--- src/hdl/timer_cc_pkg.sv ---
// constants, field layouts and types for the capture/compare/gated timer
// assumes a classic wishbone slave with 32-bit data, one aligned word per register
//
// Operation
// capture mode: selected input edge copies the 16-bit count into the capture value
// polarity bit picks rising or falling edge as the capture edge
// capture event raises interrupt, sets capture cause flag, counter keeps running
// capture mode: count reaching reload raises interrupt, clears cause flag, keeps counting
// interrupt source select: both events by default, or capture only, or reload only
// software clears capture value to 0000H before enabling the timer
// software disables the timer before changing settings, enables it last
// capture-restart: capture stores count, interrupts, sets flag, reloads count with 0001H
// capture-restart: reaching reload interrupts, clears flag, restarts count at 0001H
// capture-restart needs the mode extension bit plus the main mode field
// compare mode: count equal to compare value interrupts, counting continues, no reload
// compare mode: output pin inverts at each match when output enabled
// compare mode: counter wraps from FFFFH to 0000H
// compare mode: output starts at the level programmed before enabling
// gated mode: counter advances only while input is at the active level
// gated mode: interrupt on input leaving active level and on reload
// gated mode: reaching reload interrupts, count restarts at 0001H if still active
// gated mode: software start count only affects the first pass
// gated mode: output pin inverts at each reload when output enabled
// gated mode: source select picks deassertion only, reload only, or both
// software tells deassertion from reload by reading input level against polarity
// counter clocked by prescaled system clock, never by the external input
// reload high byte buffered, written together with the low byte
// while enabled, count high read latches low byte for the next low read
// external input synchronised before edge or level detection
// gated mode: count held while input inactive, resumes from that value

package timer_cc_pkg;

  // ----------------------------------------------------------------
  // register byte offsets
  // ----------------------------------------------------------------
  localparam logic [5:0] OFS_CTRL = 6'h00;
  localparam logic [5:0] OFS_CTRL2 = 6'h04;
  localparam logic [5:0] OFS_CNT_HI = 6'h08;
  localparam logic [5:0] OFS_CNT_LO = 6'h0c;
  localparam logic [5:0] OFS_RLD_HI = 6'h10;
  localparam logic [5:0] OFS_RLD_LO = 6'h14;
  localparam logic [5:0] OFS_CAP_HI = 6'h18;
  localparam logic [5:0] OFS_CAP_LO = 6'h1c;
  localparam logic [5:0] OFS_STATUS = 6'h20;

  // ----------------------------------------------------------------
  // reset values and counts
  // ----------------------------------------------------------------
  localparam logic [7:0] CTRL_RESET = 8'h00;
  localparam logic [2:0] CTRL2_RESET = 3'h0;
  localparam logic [15:0] COUNT_RESET = 16'h0001;
  localparam logic [15:0] COUNT_RESTART = 16'h0001;
  localparam logic [15:0] RELOAD_RESET = 16'hffff;
  localparam logic [15:0] CAPTURE_RESET = 16'h0000;
  localparam logic [6:0] PRESCALE_ZERO = 7'h00;

  // ----------------------------------------------------------------
  // modes and field layouts
  // ----------------------------------------------------------------
  typedef enum logic [1:0] {
    MODE_CAPTURE,
    MODE_COMPARE,
    MODE_GATED,
    MODE_SPARE
  } mode_t;

  typedef enum logic [1:0] {
    SRC_BOTH,
    SRC_EVENT_ONLY,
    SRC_RELOAD_ONLY,
    SRC_BOTH_ALT
  } src_sel_t;

  // main control: bit0 enable, [2:1] mode, [5:3] prescale log2, [6] polarity, [7] output enable
  typedef struct packed {
    logic out_enable;
    logic input_polarity_select;
    logic [2:0] prescale;
    mode_t mode;
    logic enable;
  } ctrl_t;

  // second control: bit0 mode extension, [2:1] interrupt source select
  typedef struct packed {
    src_sel_t interrupt_source_select;
    logic mode_extension_bit;
  } ctrl2_t;

endpackage : timer_cc_pkg

--- src/hdl/timer_capture_compare_gated.sv ---
// 16-bit timer with capture, capture-restart, compare and gated modes
// assumes a classic wishbone master and a timer input synchronous to nothing
`timescale 1ns/1ps

module timer_capture_compare_gated
  import timer_cc_pkg::*;
(
  // clock, reset, enable
  input wire logic clock_i,
  input wire logic reset_n_i,
  input wire logic ce_i,
  // wishbone slave
  input wire logic wb_cyc_i,
  input wire logic wb_stb_i,
  input wire logic wb_we_i,
  input wire logic [5:0] wb_adr_i,
  input wire logic [3:0] wb_sel_i,
  input wire logic [31:0] wb_dat_i,
  output logic [31:0] wb_dat_o,
  output logic wb_ack_o,
  // timer pins
  input wire logic timer_in_i,
  output logic timer_out_o,
  output logic timer_out_en_o,
  output logic timer_irq_o
);

  // ----------------------------------------------------------------
  // registers
  // ----------------------------------------------------------------
  ctrl_t ctrl_r;
  ctrl2_t ctrl2_r;
  logic [15:0] count_r, count_nxt;
  logic [15:0] reload_r;
  logic [7:0] reload_hi_buf_r;
  logic [15:0] capture_r;
  logic [7:0] low_hold_r;
  logic cause_flag_r, cause_flag_nxt;
  logic tout_r, tout_nxt;
  logic irq_r;
  logic ack_r;
  logic [31:0] rdata_r;
  logic [6:0] pre_cnt_r;
  logic in_q1_r, in_q2_r, in_q3_r;

  // ----------------------------------------------------------------
  // bus decode
  // ----------------------------------------------------------------
  wire req = wb_cyc_i && wb_stb_i;
  wire rd_go = req && !ack_r && !wb_we_i;
  wire wr_go = req && ack_r && wb_we_i && wb_sel_i[0];
  wire [7:0] wbyte = wb_dat_i[7:0];
  wire wr_ctrl = wr_go && (wb_adr_i == OFS_CTRL);
  wire wr_ctrl2 = wr_go && (wb_adr_i == OFS_CTRL2);
  wire wr_cnt_hi = wr_go && (wb_adr_i == OFS_CNT_HI);
  wire wr_cnt_lo = wr_go && (wb_adr_i == OFS_CNT_LO);
  wire wr_rld_hi = wr_go && (wb_adr_i == OFS_RLD_HI);
  wire wr_rld_lo = wr_go && (wb_adr_i == OFS_RLD_LO);
  wire wr_cap_hi = wr_go && (wb_adr_i == OFS_CAP_HI);
  wire wr_cap_lo = wr_go && (wb_adr_i == OFS_CAP_LO);
  wire rd_cnt_hi = rd_go && (wb_adr_i == OFS_CNT_HI);
  wire cnt_wr = wr_cnt_hi || wr_cnt_lo;

  // ----------------------------------------------------------------
  // input synchroniser and edge detection
  // ----------------------------------------------------------------
  wire in_rise = in_q2_r && !in_q3_r;
  wire in_fall = !in_q2_r && in_q3_r;
  wire pol = ctrl_r.input_polarity_select;
  wire in_active = (in_q2_r == pol);
  wire sel_edge = pol ? in_rise : in_fall;
  wire leave_edge = pol ? in_fall : in_rise;

  // ----------------------------------------------------------------
  // mode decode and prescaler
  // ----------------------------------------------------------------
  wire en = ctrl_r.enable;
  wire m_cap = en && (ctrl_r.mode == MODE_CAPTURE) && !ctrl2_r.mode_extension_bit;
  wire m_restart = en && (ctrl_r.mode == MODE_CAPTURE) && ctrl2_r.mode_extension_bit;
  wire m_cmp = en && (ctrl_r.mode == MODE_COMPARE);
  wire m_gate = en && (ctrl_r.mode == MODE_GATED);
  wire [6:0] pre_max = 7'((8'h01 << ctrl_r.prescale) - 8'h01);
  // gated mode clears the prescaler too, so a pass resumes with no partial tick
  wire pre_run = en && (!m_gate || in_active);
  wire tick = pre_run && (pre_cnt_r == pre_max);
  wire at_reload = (count_r == reload_r);

  // ----------------------------------------------------------------
  // events
  // ----------------------------------------------------------------
  wire cap_ev = (m_cap || m_restart) && sel_edge;
  wire deassert_ev = m_gate && leave_edge;
  wire reload_ev = tick && at_reload && (m_cap || m_restart || m_cmp || m_gate);
  wire src_event = cap_ev || deassert_ev;
  wire allow_event = (ctrl2_r.interrupt_source_select != SRC_RELOAD_ONLY);
  wire allow_reload = (ctrl2_r.interrupt_source_select != SRC_EVENT_ONLY);
  wire irq_set = (src_event && allow_event) || (reload_ev && allow_reload);

  // ----------------------------------------------------------------
  // counter, flag and output next state
  // ----------------------------------------------------------------
  always_comb begin
    count_nxt = count_r;
    if (m_restart && cap_ev) begin
      count_nxt = COUNT_RESTART;
    end else if (tick) begin
      if (at_reload && (m_restart || m_gate)) begin
        count_nxt = COUNT_RESTART;
      end else begin
        count_nxt = count_r + 16'h0001;
      end
    end
    if (wr_cnt_hi) begin
      count_nxt[15:8] = wbyte;
    end
    if (wr_cnt_lo) begin
      count_nxt[7:0] = wbyte;
    end
  end

  always_comb begin
    cause_flag_nxt = cause_flag_r;
    if (reload_ev && (m_cap || m_restart)) begin
      cause_flag_nxt = 1'b0;
    end
    // a capture in the same cycle as a reload wins
    if (cap_ev) begin
      cause_flag_nxt = 1'b1;
    end
  end

  always_comb begin
    tout_nxt = tout_r;
    if (!en) begin
      tout_nxt = pol;
    end else if (reload_ev && (m_cmp || m_gate)) begin
      tout_nxt = !tout_r;
    end
  end

  // ----------------------------------------------------------------
  // state registers
  // ----------------------------------------------------------------
  always_ff @(posedge clock_i) begin
    if (!reset_n_i) begin
      in_q1_r <= 1'b0;
      in_q2_r <= 1'b0;
      in_q3_r <= 1'b0;
      pre_cnt_r <= PRESCALE_ZERO;
      count_r <= COUNT_RESET;
      cause_flag_r <= 1'b0;
      tout_r <= 1'b0;
      irq_r <= 1'b0;
    end else if (ce_i) begin
      in_q1_r <= timer_in_i;
      in_q2_r <= in_q1_r;
      in_q3_r <= in_q2_r;
      pre_cnt_r <= (!pre_run || tick) ? PRESCALE_ZERO : pre_cnt_r + 7'h01;
      count_r <= count_nxt;
      cause_flag_r <= cause_flag_nxt;
      tout_r <= tout_nxt;
      irq_r <= irq_set;
    end
  end

  always_ff @(posedge clock_i) begin
    if (!reset_n_i) begin
      capture_r <= CAPTURE_RESET;
    end else if (ce_i) begin
      if (cap_ev) begin
        capture_r <= count_r;
      end else if (wr_cap_hi) begin
        capture_r[15:8] <= wbyte;
      end else if (wr_cap_lo) begin
        capture_r[7:0] <= wbyte;
      end
    end
  end

  always_ff @(posedge clock_i) begin
    if (!reset_n_i) begin
      ctrl_r <= ctrl_t'(CTRL_RESET);
      ctrl2_r <= ctrl2_t'(CTRL2_RESET);
      reload_r <= RELOAD_RESET;
      reload_hi_buf_r <= RELOAD_RESET[15:8];
      low_hold_r <= COUNT_RESET[7:0];
    end else if (ce_i) begin
      if (wr_ctrl) begin
        ctrl_r <= ctrl_t'(wbyte);
      end
      if (wr_ctrl2) begin
        ctrl2_r <= ctrl2_t'(wbyte[2:0]);
      end
      if (wr_rld_hi) begin
        reload_hi_buf_r <= wbyte;
      end
      if (wr_rld_lo) begin
        reload_r <= {reload_hi_buf_r, wbyte};
      end
      if (rd_cnt_hi && en) begin
        low_hold_r <= count_r[7:0];
      end
    end
  end

  // ----------------------------------------------------------------
  // read mux
  // ----------------------------------------------------------------
  wire [7:0] cnt_lo_view = en ? low_hold_r : count_r[7:0];
  wire [31:0] ctrl2_view = {28'h0000000, cause_flag_r, ctrl2_r};
  wire [31:0] status_view = {30'h0, tout_r, in_q2_r};
  wire [31:0] rd_mux =
    (wb_adr_i == OFS_CTRL) ? {24'h000000, ctrl_r} :
    (wb_adr_i == OFS_CTRL2) ? ctrl2_view :
    (wb_adr_i == OFS_CNT_HI) ? {24'h000000, count_r[15:8]} :
    (wb_adr_i == OFS_CNT_LO) ? {24'h000000, cnt_lo_view} :
    (wb_adr_i == OFS_RLD_HI) ? {24'h000000, reload_r[15:8]} :
    (wb_adr_i == OFS_RLD_LO) ? {24'h000000, reload_r[7:0]} :
    (wb_adr_i == OFS_CAP_HI) ? {24'h000000, capture_r[15:8]} :
    (wb_adr_i == OFS_CAP_LO) ? {24'h000000, capture_r[7:0]} :
    (wb_adr_i == OFS_STATUS) ? status_view : 32'h00000000;

  always_ff @(posedge clock_i) begin
    if (!reset_n_i) begin
      ack_r <= 1'b0;
      rdata_r <= 32'h00000000;
    end else if (ce_i) begin
      ack_r <= req && !ack_r;
      if (rd_go) begin
        rdata_r <= rd_mux;
      end
    end
  end

  assign wb_ack_o = ack_r;
  assign wb_dat_o = rdata_r;
  assign timer_out_o = tout_r;
  assign timer_out_en_o = ctrl_r.out_enable;
  assign timer_irq_o = irq_r;
endmodule : timer_capture_compare_gated

--- config.mk ---
export PLATFORM = sky130hd
export DESIGN_NAME = timer_capture_compare_gated
export DESIGN_NICKNAME = d
export VERILOG_FILES = /design/src/hdl/timer_cc_pkg.sv /design/src/hdl/timer_capture_compare_gated.sv
export SDC_FILE = /design/constraint.sdc
export NUM_CORES = 1
export LEC_CHECK = 0
export ABC_AREA = 1
export BUFFER_PORTS_ARGS = -buffer_cell sky130_fd_sc_hd__buf_2
export CAP_MARGIN = 5
export CORE_MARGIN = 10
export CORE_UTILIZATION = 49
export CTS_BUF_LIST = sky130_fd_sc_hd__clkbuf_4
export DETAILED_ROUTE_END_ITERATION = 8
export GPL_TIMING_DRIVEN = 1
export PLACE_DENSITY = 0.73
export SYNTH_ARGS = -nofsm -noshare
export SYNTH_HDL_FRONTEND = slang
export SYNTH_SLANG_ARGS = --single-unit
--- constraint.sdc ---
create_clock -name clock_i -period 1.75 [get_ports clock_i]
set_clock_uncertainty 0.05 [all_clocks]
set_input_delay 0.35 -clock clock_i [delete_from_list [all_inputs] [get_ports clock_i]]
set_output_delay 0.35 -clock clock_i [all_outputs]
set_load 0.05 [all_outputs]
# [Word-level counts from Yosys, hierarchy flattened]
# Index checks and enable logic that the tools add are counted.
# W data, S select, Z words.
[totals] out_inout_bits=36 register_bits=121 input_bits=49
[op_classes] n_reduce_logical=71 shifts=1 n_mux=26 eq_ne=17 addsub=3
[ops] cell="$mux W8" count=14
[ops] cell="$mux W16" count=4
[ops] cell="$logic_and A1 B1 Y1" count=35
[ops] cell="$eq A6 B5 Y1 const B" count=4
[ops] cell="$reduce_and A2 Y1" count=11
[ops] cell="$add A16 B1 Y16 const B" count=1
[ops] cell="$eq A16 B16 Y1" count=1
[ops] cell="$eq A6 B4 Y1 const B" count=2
[ops] cell="$logic_or A1 B1 Y1" count=9
[ops] cell="$logic_not A1 Y1" count=8
[ops] cell="$add A7 B1 Y7 const B" count=1
[ops] cell="$eq A7 B7 Y1" count=1
[ops] cell="$mux W7" count=1
[ops] cell="$shl A1 B3 Y7 const A" count=1
[ops] cell="$sub A7 B1 Y7 const B" count=1
[ops] cell="$eq A6 B3 Y1 const B" count=1
[ops] cell="$eq A6 B6 Y1 const B" count=1
[ops] cell="$logic_not A6 Y1" count=1
[ops] cell="$mux W1" count=6
[ops] cell="$ne A2 B1 Y1 const B" count=3
[ops] cell="$reduce_bool A2 Y1" count=3
[ops] cell="$reduce_bool A3 Y1" count=2
[ops] cell="$reduce_and A3 Y1" count=1
[ops] cell="$eq A2 B1 Y1 const B" count=1
[ops] cell="5 further kinds" count=5

# [Longest topological paths before layout]
# Gate-level depths: netlist (run 1).
[logic_depth] depth_word=11 mapped_depth=13 ltp_nobuf=13

# [Worst setup path before layout (run 1)]
# Ideal clock, no wire load.
[synth_timing] kind="register to register" startpoint="register ack_r, in the netlist wb_ack_o" endpoint="register reload_hi_buf_r[7]" setup_time_ps=138 required_time_ps=1562 path_stages_with_launch=10 arrival_ps=1661 slack_ps=-100 path_cell_list="dfxtp_1 -> nand3_1 -> nor2_1 -> inv_1 -> nor2_2 -> buf_4 -> nand2_2 -> clkbuf_1 -> nand2_1 -> o211ai_1"
[synth_between] elab_chain_cells=5
[synth_lines] item="from (decl)" line_no="timer_capture_compare_gated.sv:41" text="logic ack_r;"
[synth_lines] item="from (signal assigned)" line_no="timer_capture_compare_gated.sv:228" text="ack_r <= req && !ack_r;"
[synth_lines] item="$logic_and A1 B1 Y1 (3 in series)" line_no="timer_capture_compare_gated.sv:51" text="wire wr_go = req && ack_r && wb_we_i && wb_sel_i[0];"
[synth_lines] item="$logic_and A1 B1 Y1" line_no="timer_capture_compare_gated.sv:57" text="wire wr_rld_hi = wr_go && (wb_adr_i == OFS_RLD_HI);"
[synth_lines] item="$reduce_and A2 Y1 (no line)"
[synth_lines] item="to (signal assigned)" line_no="timer_capture_compare_gated.sv:185" text="reload_hi_buf_r <= RELOAD_RESET[15:8];"
[synth_lines] item="to (signal assigned)" line_no="timer_capture_compare_gated.sv:195" text="reload_hi_buf_r <= wbyte;"
[synth_lines] item="to (decl)" line_no="timer_capture_compare_gated.sv:35" text="logic [7:0] reload_hi_buf_r;"
# Every way passes these cells.
# A chain may end at the register's enable or synchronous reset.

# [Worst setup path in the final report (run 1)]
[layout_timing] startpoint="register ctrl_r[4] (netlist bit)" endpoint="register count_r[8]"
[layout_between] elab_chain_cells=6
[layout_lines] item="from (decl)" line_no="timer_capture_compare_gated.sv:31" text="ctrl_t ctrl_r;"
[layout_lines] item="from (signal assigned)" line_no="timer_capture_compare_gated.sv:182" text="ctrl_r <= ctrl_t'(CTRL_RESET);"
[layout_lines] item="from (signal assigned)" line_no="timer_capture_compare_gated.sv:189" text="ctrl_r <= ctrl_t'(wbyte);"
[layout_lines] item="$shl A1 B3 Y7" line_no="timer_capture_compare_gated.sv:82" text="wire [6:0] pre_max = 7'((8'h01 << ctrl_r.prescale) - 8'h01);"
[layout_lines] item="$sub A7 B1 Y7" line_no="timer_capture_compare_gated.sv:82"
[layout_lines] item="$eq A7 B7 Y1" line_no="timer_capture_compare_gated.sv:85" text="wire tick = pre_run && (pre_cnt_r == pre_max);"
[layout_lines] item="$logic_and A1 B1 Y1" line_no="timer_capture_compare_gated.sv:85"
[layout_lines] item="$reduce_bool A3 Y1 (no line)"
[layout_lines] item="$reduce_and A2 Y1 (no line)"
[layout_lines] item="to (signal assigned)" line_no="timer_capture_compare_gated.sv:159" text="count_r <= count_nxt;"
[layout_lines] item="to (decl)" line_no="timer_capture_compare_gated.sv:33" text="logic [15:0] count_r, count_nxt;"
# Every way passes these cells.

==> results of run 1 <==
[kinds of logic after synthesis]
group | share of synthesized area
other cells | 0.0006728
buf+inv | 0.1219
compound gates | 0.1895
flops | 0.3484
simple gates | 0.3131
xor+xnor | 0.02200
fa+ha+maj | 0.004489
[power breakdown]
part	total (mW)	switching [mW]	internal, mW
clock network	1.53	0.799	0.731
logic	0.403	0.316	0.0873
registers	2.23	0.00962	2.22
total	4.16	1.12	3.03
[critical path: cells and delay by family (launching register included)]
family	cells	cell delay, ns
flops	1	0.42
compound gates	1	0.28
simple gates	10	0.99
[sequential cells by signal (all words and copies together) (netlist names), 3 cells and up]
name             count
reload_hi_buf_r      8
wb_dat_o             8
count_r             16
low_hold_r           8
pre_cnt_r            7
ctrl_r               5
ctrl2_r              3
capture_r           16
reload_r            16
[placed cells by master (no fill, tap or decap), types with 4 or more instances in the layout]
cell type / netlist / final
a21oi_1: 61 / 57
o211ai_1: 22 / 22
a21oi_2: 1 / 5
xor2_1: 12 / 12
nand4_1: 15 / 15
nor2_2: 10 / 10
o21ai_2: 1 / 5
nand2_2: 8 / 23
dfxtp_1: 97 / 82
buf_4: 29 / 103
inv_1: 81 / 80
nor3_2: 4 / 6
clkbuf_4: 0 / 10
buf_2: 5 / 33
nand2_4: 1 / 4
nand2_1: 206 / 189
o21ai_0: 85 / 83
buf_6: 2 / 4
nor2_4: 4 / 14
dfxtp_4: 0 / 5
nor3_1: 9 / 7
o22ai_1: 8 / 8
nand3_1: 39 / 36
inv_2: 12 / 13
nor2_1: 96 / 86
dfxtp_2: 0 / 10
conb_1: 1 / 24
[Yosys cell counts, drive strengths merged]
cell	count	area, µm²
o211ai	22	165.2
nand3b	1	7.510
ha	2	25.02
o22ai	8	50.05
xnor2	2	17.52
nor3b	2	15.01
and2	1	8.760
a211oi	2	15.01
nand2	215	834.6
nand4	15	93.84
a221oi	1	8.760
o21bai	1	7.510
nand3	42	232.7
clkinv	3	11.26
a21oi	62	314.1
buf	36	265.3
a31oi	1	6.260
dfxtp	97	1942
nor2	110	468.0
nor3	13	85.08
inv	93	349.1
o22a	1	8.760
conb	1	3.750
a22oi	2	15.01
clkbuf	14	53.80
xor2	12	105.1
o21ai	90	465.5
[final timing paths]
path,start,endpoint,slack (ns),cells past startpoint
worst max register to register,ctrl_r[4]$_SDFFE_PN0P_,count_r[8]$_SDFFE_PN0P_,-0.05,11
worst min-delay path,timer_in_i,in_q1_r$_SDFFE_PN0P_,0.009,3
worst max-delay path,ctrl_r[4]$_SDFFE_PN0P_,count_r[8]$_SDFFE_PN0P_,-0.05,11
worst min register to register,capture_r[5]$_SDFFE_PN0P_,capture_r[5]$_SDFFE_PN0P_,0.41,2
[per-layer routing]
metal / up-vias / global-route usage / share of wire
met5: - / 0 / 0
met4: 0 / 0.09042 / 0.032
met3: 40 / 0.03499 / 0.093
met2: 287 / 0.3229 / 0.44
met1: 2766 / 0.2930 / 0.43
li1: 2981 / - / -
[timing repair]
action	in CTS	in global routing
gates cloned	1	0
buffers inserted	0	2
gates resized for setup	21	67
endpoints found under the hold margin	0	0
setup endpoints to repair	25	39
pin swaps	6	20
[final cells by class]
| cell class | instances | area [µm²] | share of cell area |
|---|---|---|---|
| inverters | 96 | 367.9 | 0.05251 |
| multi-input cells | 630 | 3264 | 0.4660 |
| repair buffers | 143 | 1044 | 0.1490 |
| well taps | 140 | 175.2 | 0.02500 |
| clock buffers | 10 | 75.07 | 0.01072 |
| flip-flops and latches | 97 | 1973 | 0.2817 |
| clock inverters | 6 | 106.4 | 0.01518 |
==> reports/metrics.cfg, run 1 <==
[final_layout]
stdcell_count = 1122
nFillCells = 1013
design_area_mm2 = 0.007005
diodes = 0
layout.nets = 1028
layout-drive-gt1-share = 0.2688
final_core_util = 0.6378
area_delta_synth_final_pct = 25.68

[critical_path]
critPathLaunchType = register
critPathMostFrequentCell = nor2_1
cp-end-kind = register
crit_path_max_incr_delay_ns = 0.42
arrival_ns = 2.19
cp_cell_sequence = nor2_4 -> nor2_1 -> nor2_1 -> nand2_2 -> nor2_4 -> nand3_4 -> o21ai_4 -> nand2_4 -> nand2_1 -> nand2_1 -> nor2_1
critPathKind = register to register
crit_required_ns = 2.14
cpMaxStageDelayCell = dfxtp_4
cp_max_fo = 7

[drt]
wirelength_um = 17820
ant_nets = 0
drtIter0Drc = 689
num_vias = 6074
viasPerCell = 5.414
drc = 0
avgRoutedWirePerCell_um = 15.89
drt-pass1-iter-count = 6

[logic_synthesis]
syn_area_mm2 = 0.005574
ys.warnings.count = 0
synthCells = 849
ys_seq_area_frac = 0.3484
synth-seq-cells = 97
ys_types = 42
postSynthAreaPerCell_um2 = 6.565

[grt]
grt_pass1_wl_um = 27950
grt_max_degree = 44
grt.overflow.total = 0
grt_usage = 0.2133
antenna_found_initial = 0
grt_pass1_vias = 5376

[placed_design]
gp_congestion = 1.008
dp.cells = 1103
hpwl_um = 13190
portBuffers = 33
place_area_mm2 = 0.006531
pre_cts_slack_ns = -0.09708

[sta]
slew_violations = 0
grt_setup_unrepaired = true
period_share = 1.031
setup_viol = 9
max_freq_mhz = 554.3
fin_hold_ws_ns = 0.009280
finalHoldViolations = 0
finalCriticalPeriod_ns = 1.804
tns_ns = -0.3443
worst_slack_ns = -0.05397

[status]
outcome = finished, violations left
violations = setup timing

[die]
start_util = 0.5075
die_h_um = 126.7
die_x_um = 126.7
core-area_mm2 = 0.01098
num_io_pins = 85
die_area_mm2 = 0.01604
rows = 38

[clocking]
cts_tree = yes
cts_buffers = 9
clk_path_buf_depth = 2
cts_root_buf = clkbuf_4
postCtsHoldBufs = 0
insertion_delay_ns = 0.50
clock_sink_count = 97
htreeDepth = 3
clkTransAtPathRegs_ns = 0.15

[power]
power_density_mw_per_mm2 = 593.6
leakage_nw = 3.359
total_power_mw = 4.158
ir_worst_vdd_mv = 0.4674

[hold_path]
hold_path_class = input port to register

[flow_run]
cap_viol_max_count = 0

Note: power is estimated with default switching activity, not from simulation.
==> inputs of run 2 (changes only) <==
ABC_AREA = unset   (was 1)
CORE_MARGIN = unset   (was 10)
==> reports/metrics.cfg, run 2 <==
[die]
die_h_um = 110.0
die_area_mm2 = 0.01211
rows = 39
die_x_um = 110.0
num_io_pins = 85
start_util = 0.5008
core-area_mm2 = 0.01142

[clocking]
clkTransAtPathRegs_ns = 0.17
insertion_delay_ns = 0.48
clock_sink_count = 97
htreeDepth = 3
cts_root_buf = clkbuf_4
clk_path_buf_depth = 2
postCtsHoldBufs = 0
cts_tree = yes
cts_buffers = 9

[sta]
grt_setup_unrepaired = true
period_share = 1.179
fin_hold_ws_ns = 0.05124
max-slew-margin-rel = 0.6360
finalCriticalPeriod_ns = 2.064
tns_ns = -6.910
tightest_slew_ns = 0.5454
slew_violations = 0
worst_slack_ns = -0.3137
max_freq_mhz = 484.6
finalHoldViolations = 0
setup_viol = 42

[logic_synthesis]
async_reset_ff_frac = 0
synth-seq-cells = 97
ys_types = 77
ys_top_cells_by_count = 97 x dfxtp_1, 93 x nand2_1, 65 x nor2_1
syn_area_mm2 = 0.005718
synth_top_area_cell = dfxtp_1
synth_ff_type = dfxtp_1
synth_edf_count = 0
ys_seq_area_frac = 0.3396
synthCells = 711
postSynthAreaPerCell_um2 = 8.042
synth.most_common_cell = dfxtp_1
synth_top_area_frac = 0.3396
yosys-top-cells-area = dfxtp_1 34%, nand2_1 6.1%, mux2i_1 5.6%
ys.warnings.count = 0

[power]
power_density_mw_per_mm2 = 504.6
leakage_nw = 3.092
ir_worst_vdd_mv = 0.3873

[hold_path]
hold_path_class = input port to register

[drt]
ant_nets = 0
drc = 0
drt-pass1-iter-count = 7
num_vias = 6215
wirelength_um = 20520
drtIter0Drc = 769
avgRoutedWirePerCell_um = 20.44
viasPerCell = 6.190

[final_layout]
layout-drive-gt1-share = 0.3849
layout_common_cells = 131 x buf_4, 81 x nand2_1, 77 x dfxtp_1, 60 x nor2_1, 45 x a21oi_1
reg_top3 = capture_r x16, count_r x16, reload_r x16
multi_input_area_mm2 = 0.003923
layout.nets = 906
regArea_mm2 = 0.001977
area_delta_synth_final_pct = 36.15
nFillCells = 871
layout_commonest_cell = buf_4

[critical_path]
critPathKind = register to register
cp-end-kind = register
crit_required_ns = 2.12
arrival_ns = 2.44
r2r_slack_ns = -0.31
critPathLaunchType = register
cp_max_fo = 5

[grt]
antenna_found_initial = 1
grt.overflow.total = 0
grt_pass1_vias = 5588
grt_usage = 0.3269
grt_max_degree = 30
grt_pass1_wl_um = 29170

[placed_design]
portBuffers = 33
hpwl_um = 13970
gp_congestion = 0.9462

[status]
violations = setup timing
outcome = finished, violations left

[flow_run]
cap_viol_max_count = 0

[run 2: changes by cell type after synthesis, sizes merged, moves of 25 or more]
cell,change
inv,-81
mux2i,+32
buf,+25
nand2,-122
o21ai,-68
nor2,-43
[run 2: cell families (layout without fill, tap and decap cells)]
kind of cell,count (synthesis),count (layout),synth area share
buffers and inverters,94,218,0.09519
flip-flops,97,97,0.3396
AO/OA/AOI/OAI,172,173,0.2064
multiplexers,38,38,0.06980
XOR/XNOR,26,26,0.04114
adder cells (fa/ha/maj),2,2,0.004376
other,1,25,0.0006558
AND/OR/NAND/NOR,281,282,0.2429
[run 2: metal layers]
metal,share of wire,global-route usage,vias to the layer above
met2,0.44,0.5156,399
met3,0.12,0.08642,84
li1,-,-,2818
met1,0.39,0.3998,2914
met4,0.056,0.1924,0
met5,0,0,-
[run 2: stage by stage]
step	cell area [µm²]	util	std cells	setup slack [ns]	total power, mW
after floorplan	6046	-	734	-0.1835	2.613
after global placement	6962	0.6097	974	-0.3683	2.729
after detailed placement	6962	0.6097	974	-0.3936	2.733
after CTS	7325	0.6415	997	-0.2718	3.880
after global routing	7785	0.6818	1004	-0.3770	4.040
final	7785	0.6818	1004	-0.3137	3.928
[run 2: final timing paths]
| path | startpoint | endpoint | cells past startpoint |
|---|---|---|---|
| worst max-delay path | ctrl_r[3]$_SDFFE_PN0P_ | timer_irq_o$_SDFFE_PN0P_ | 8 |
| worst min-delay path | timer_in_i | in_q1_r$_SDFFE_PN0P_ | 3 |
| worst max register to register | ctrl_r[3]$_SDFFE_PN0P_ | timer_irq_o$_SDFFE_PN0P_ | 8 |
| worst min register to register | reload_hi_buf_r[0]$_SDFFE_PN1P_ | reload_r[8]$_SDFFE_PN1P_ | 2 |
[run 2: layout make-up]
cell class,instances,share of cell area
flip-flops and latches,97,0.2539
diodes,1,0.0003214
inverters,12,0.005786
clock buffers,9,0.008679
clock inverters,7,0.008197
multi-input cells,545,0.5039
repair buffers,190,0.1962
well taps,143,0.02298
[run 2: power breakdown]
| group | total, mW | internal (mW) | leakage, nW | switching [mW] |
|---|---|---|---|---|
| clock | 1.20 | 0.320 | 0.0701 | 0.882 |
| sequential | 2.22 | 2.22 | 0.793 | 0.00829 |
| combinational | 0.503 | 0.133 | 2.23 | 0.369 |
| total | 3.93 | 2.67 | 3.09 | 1.26 |
[run 2: what timing repair did]
action,in CTS,in global routing
buffers inserted,5,5
endpoints found under the hold margin,0,0
endpoints found under the setup margin,62,55
cloned,2,2
pin swaps,16,29
resized for setup,42,95
[run 2: critical path: stages, from the launching register on]
cell and delay, ns:
dfxtp_2 0.36, buf_4 0.16, nor2_4 0.11, o21ai_2 0.07, a311oi_4 0.47, buf_4 0.23
nand3_4 0.10, or3_1 0.35, a21oi_1 0.13
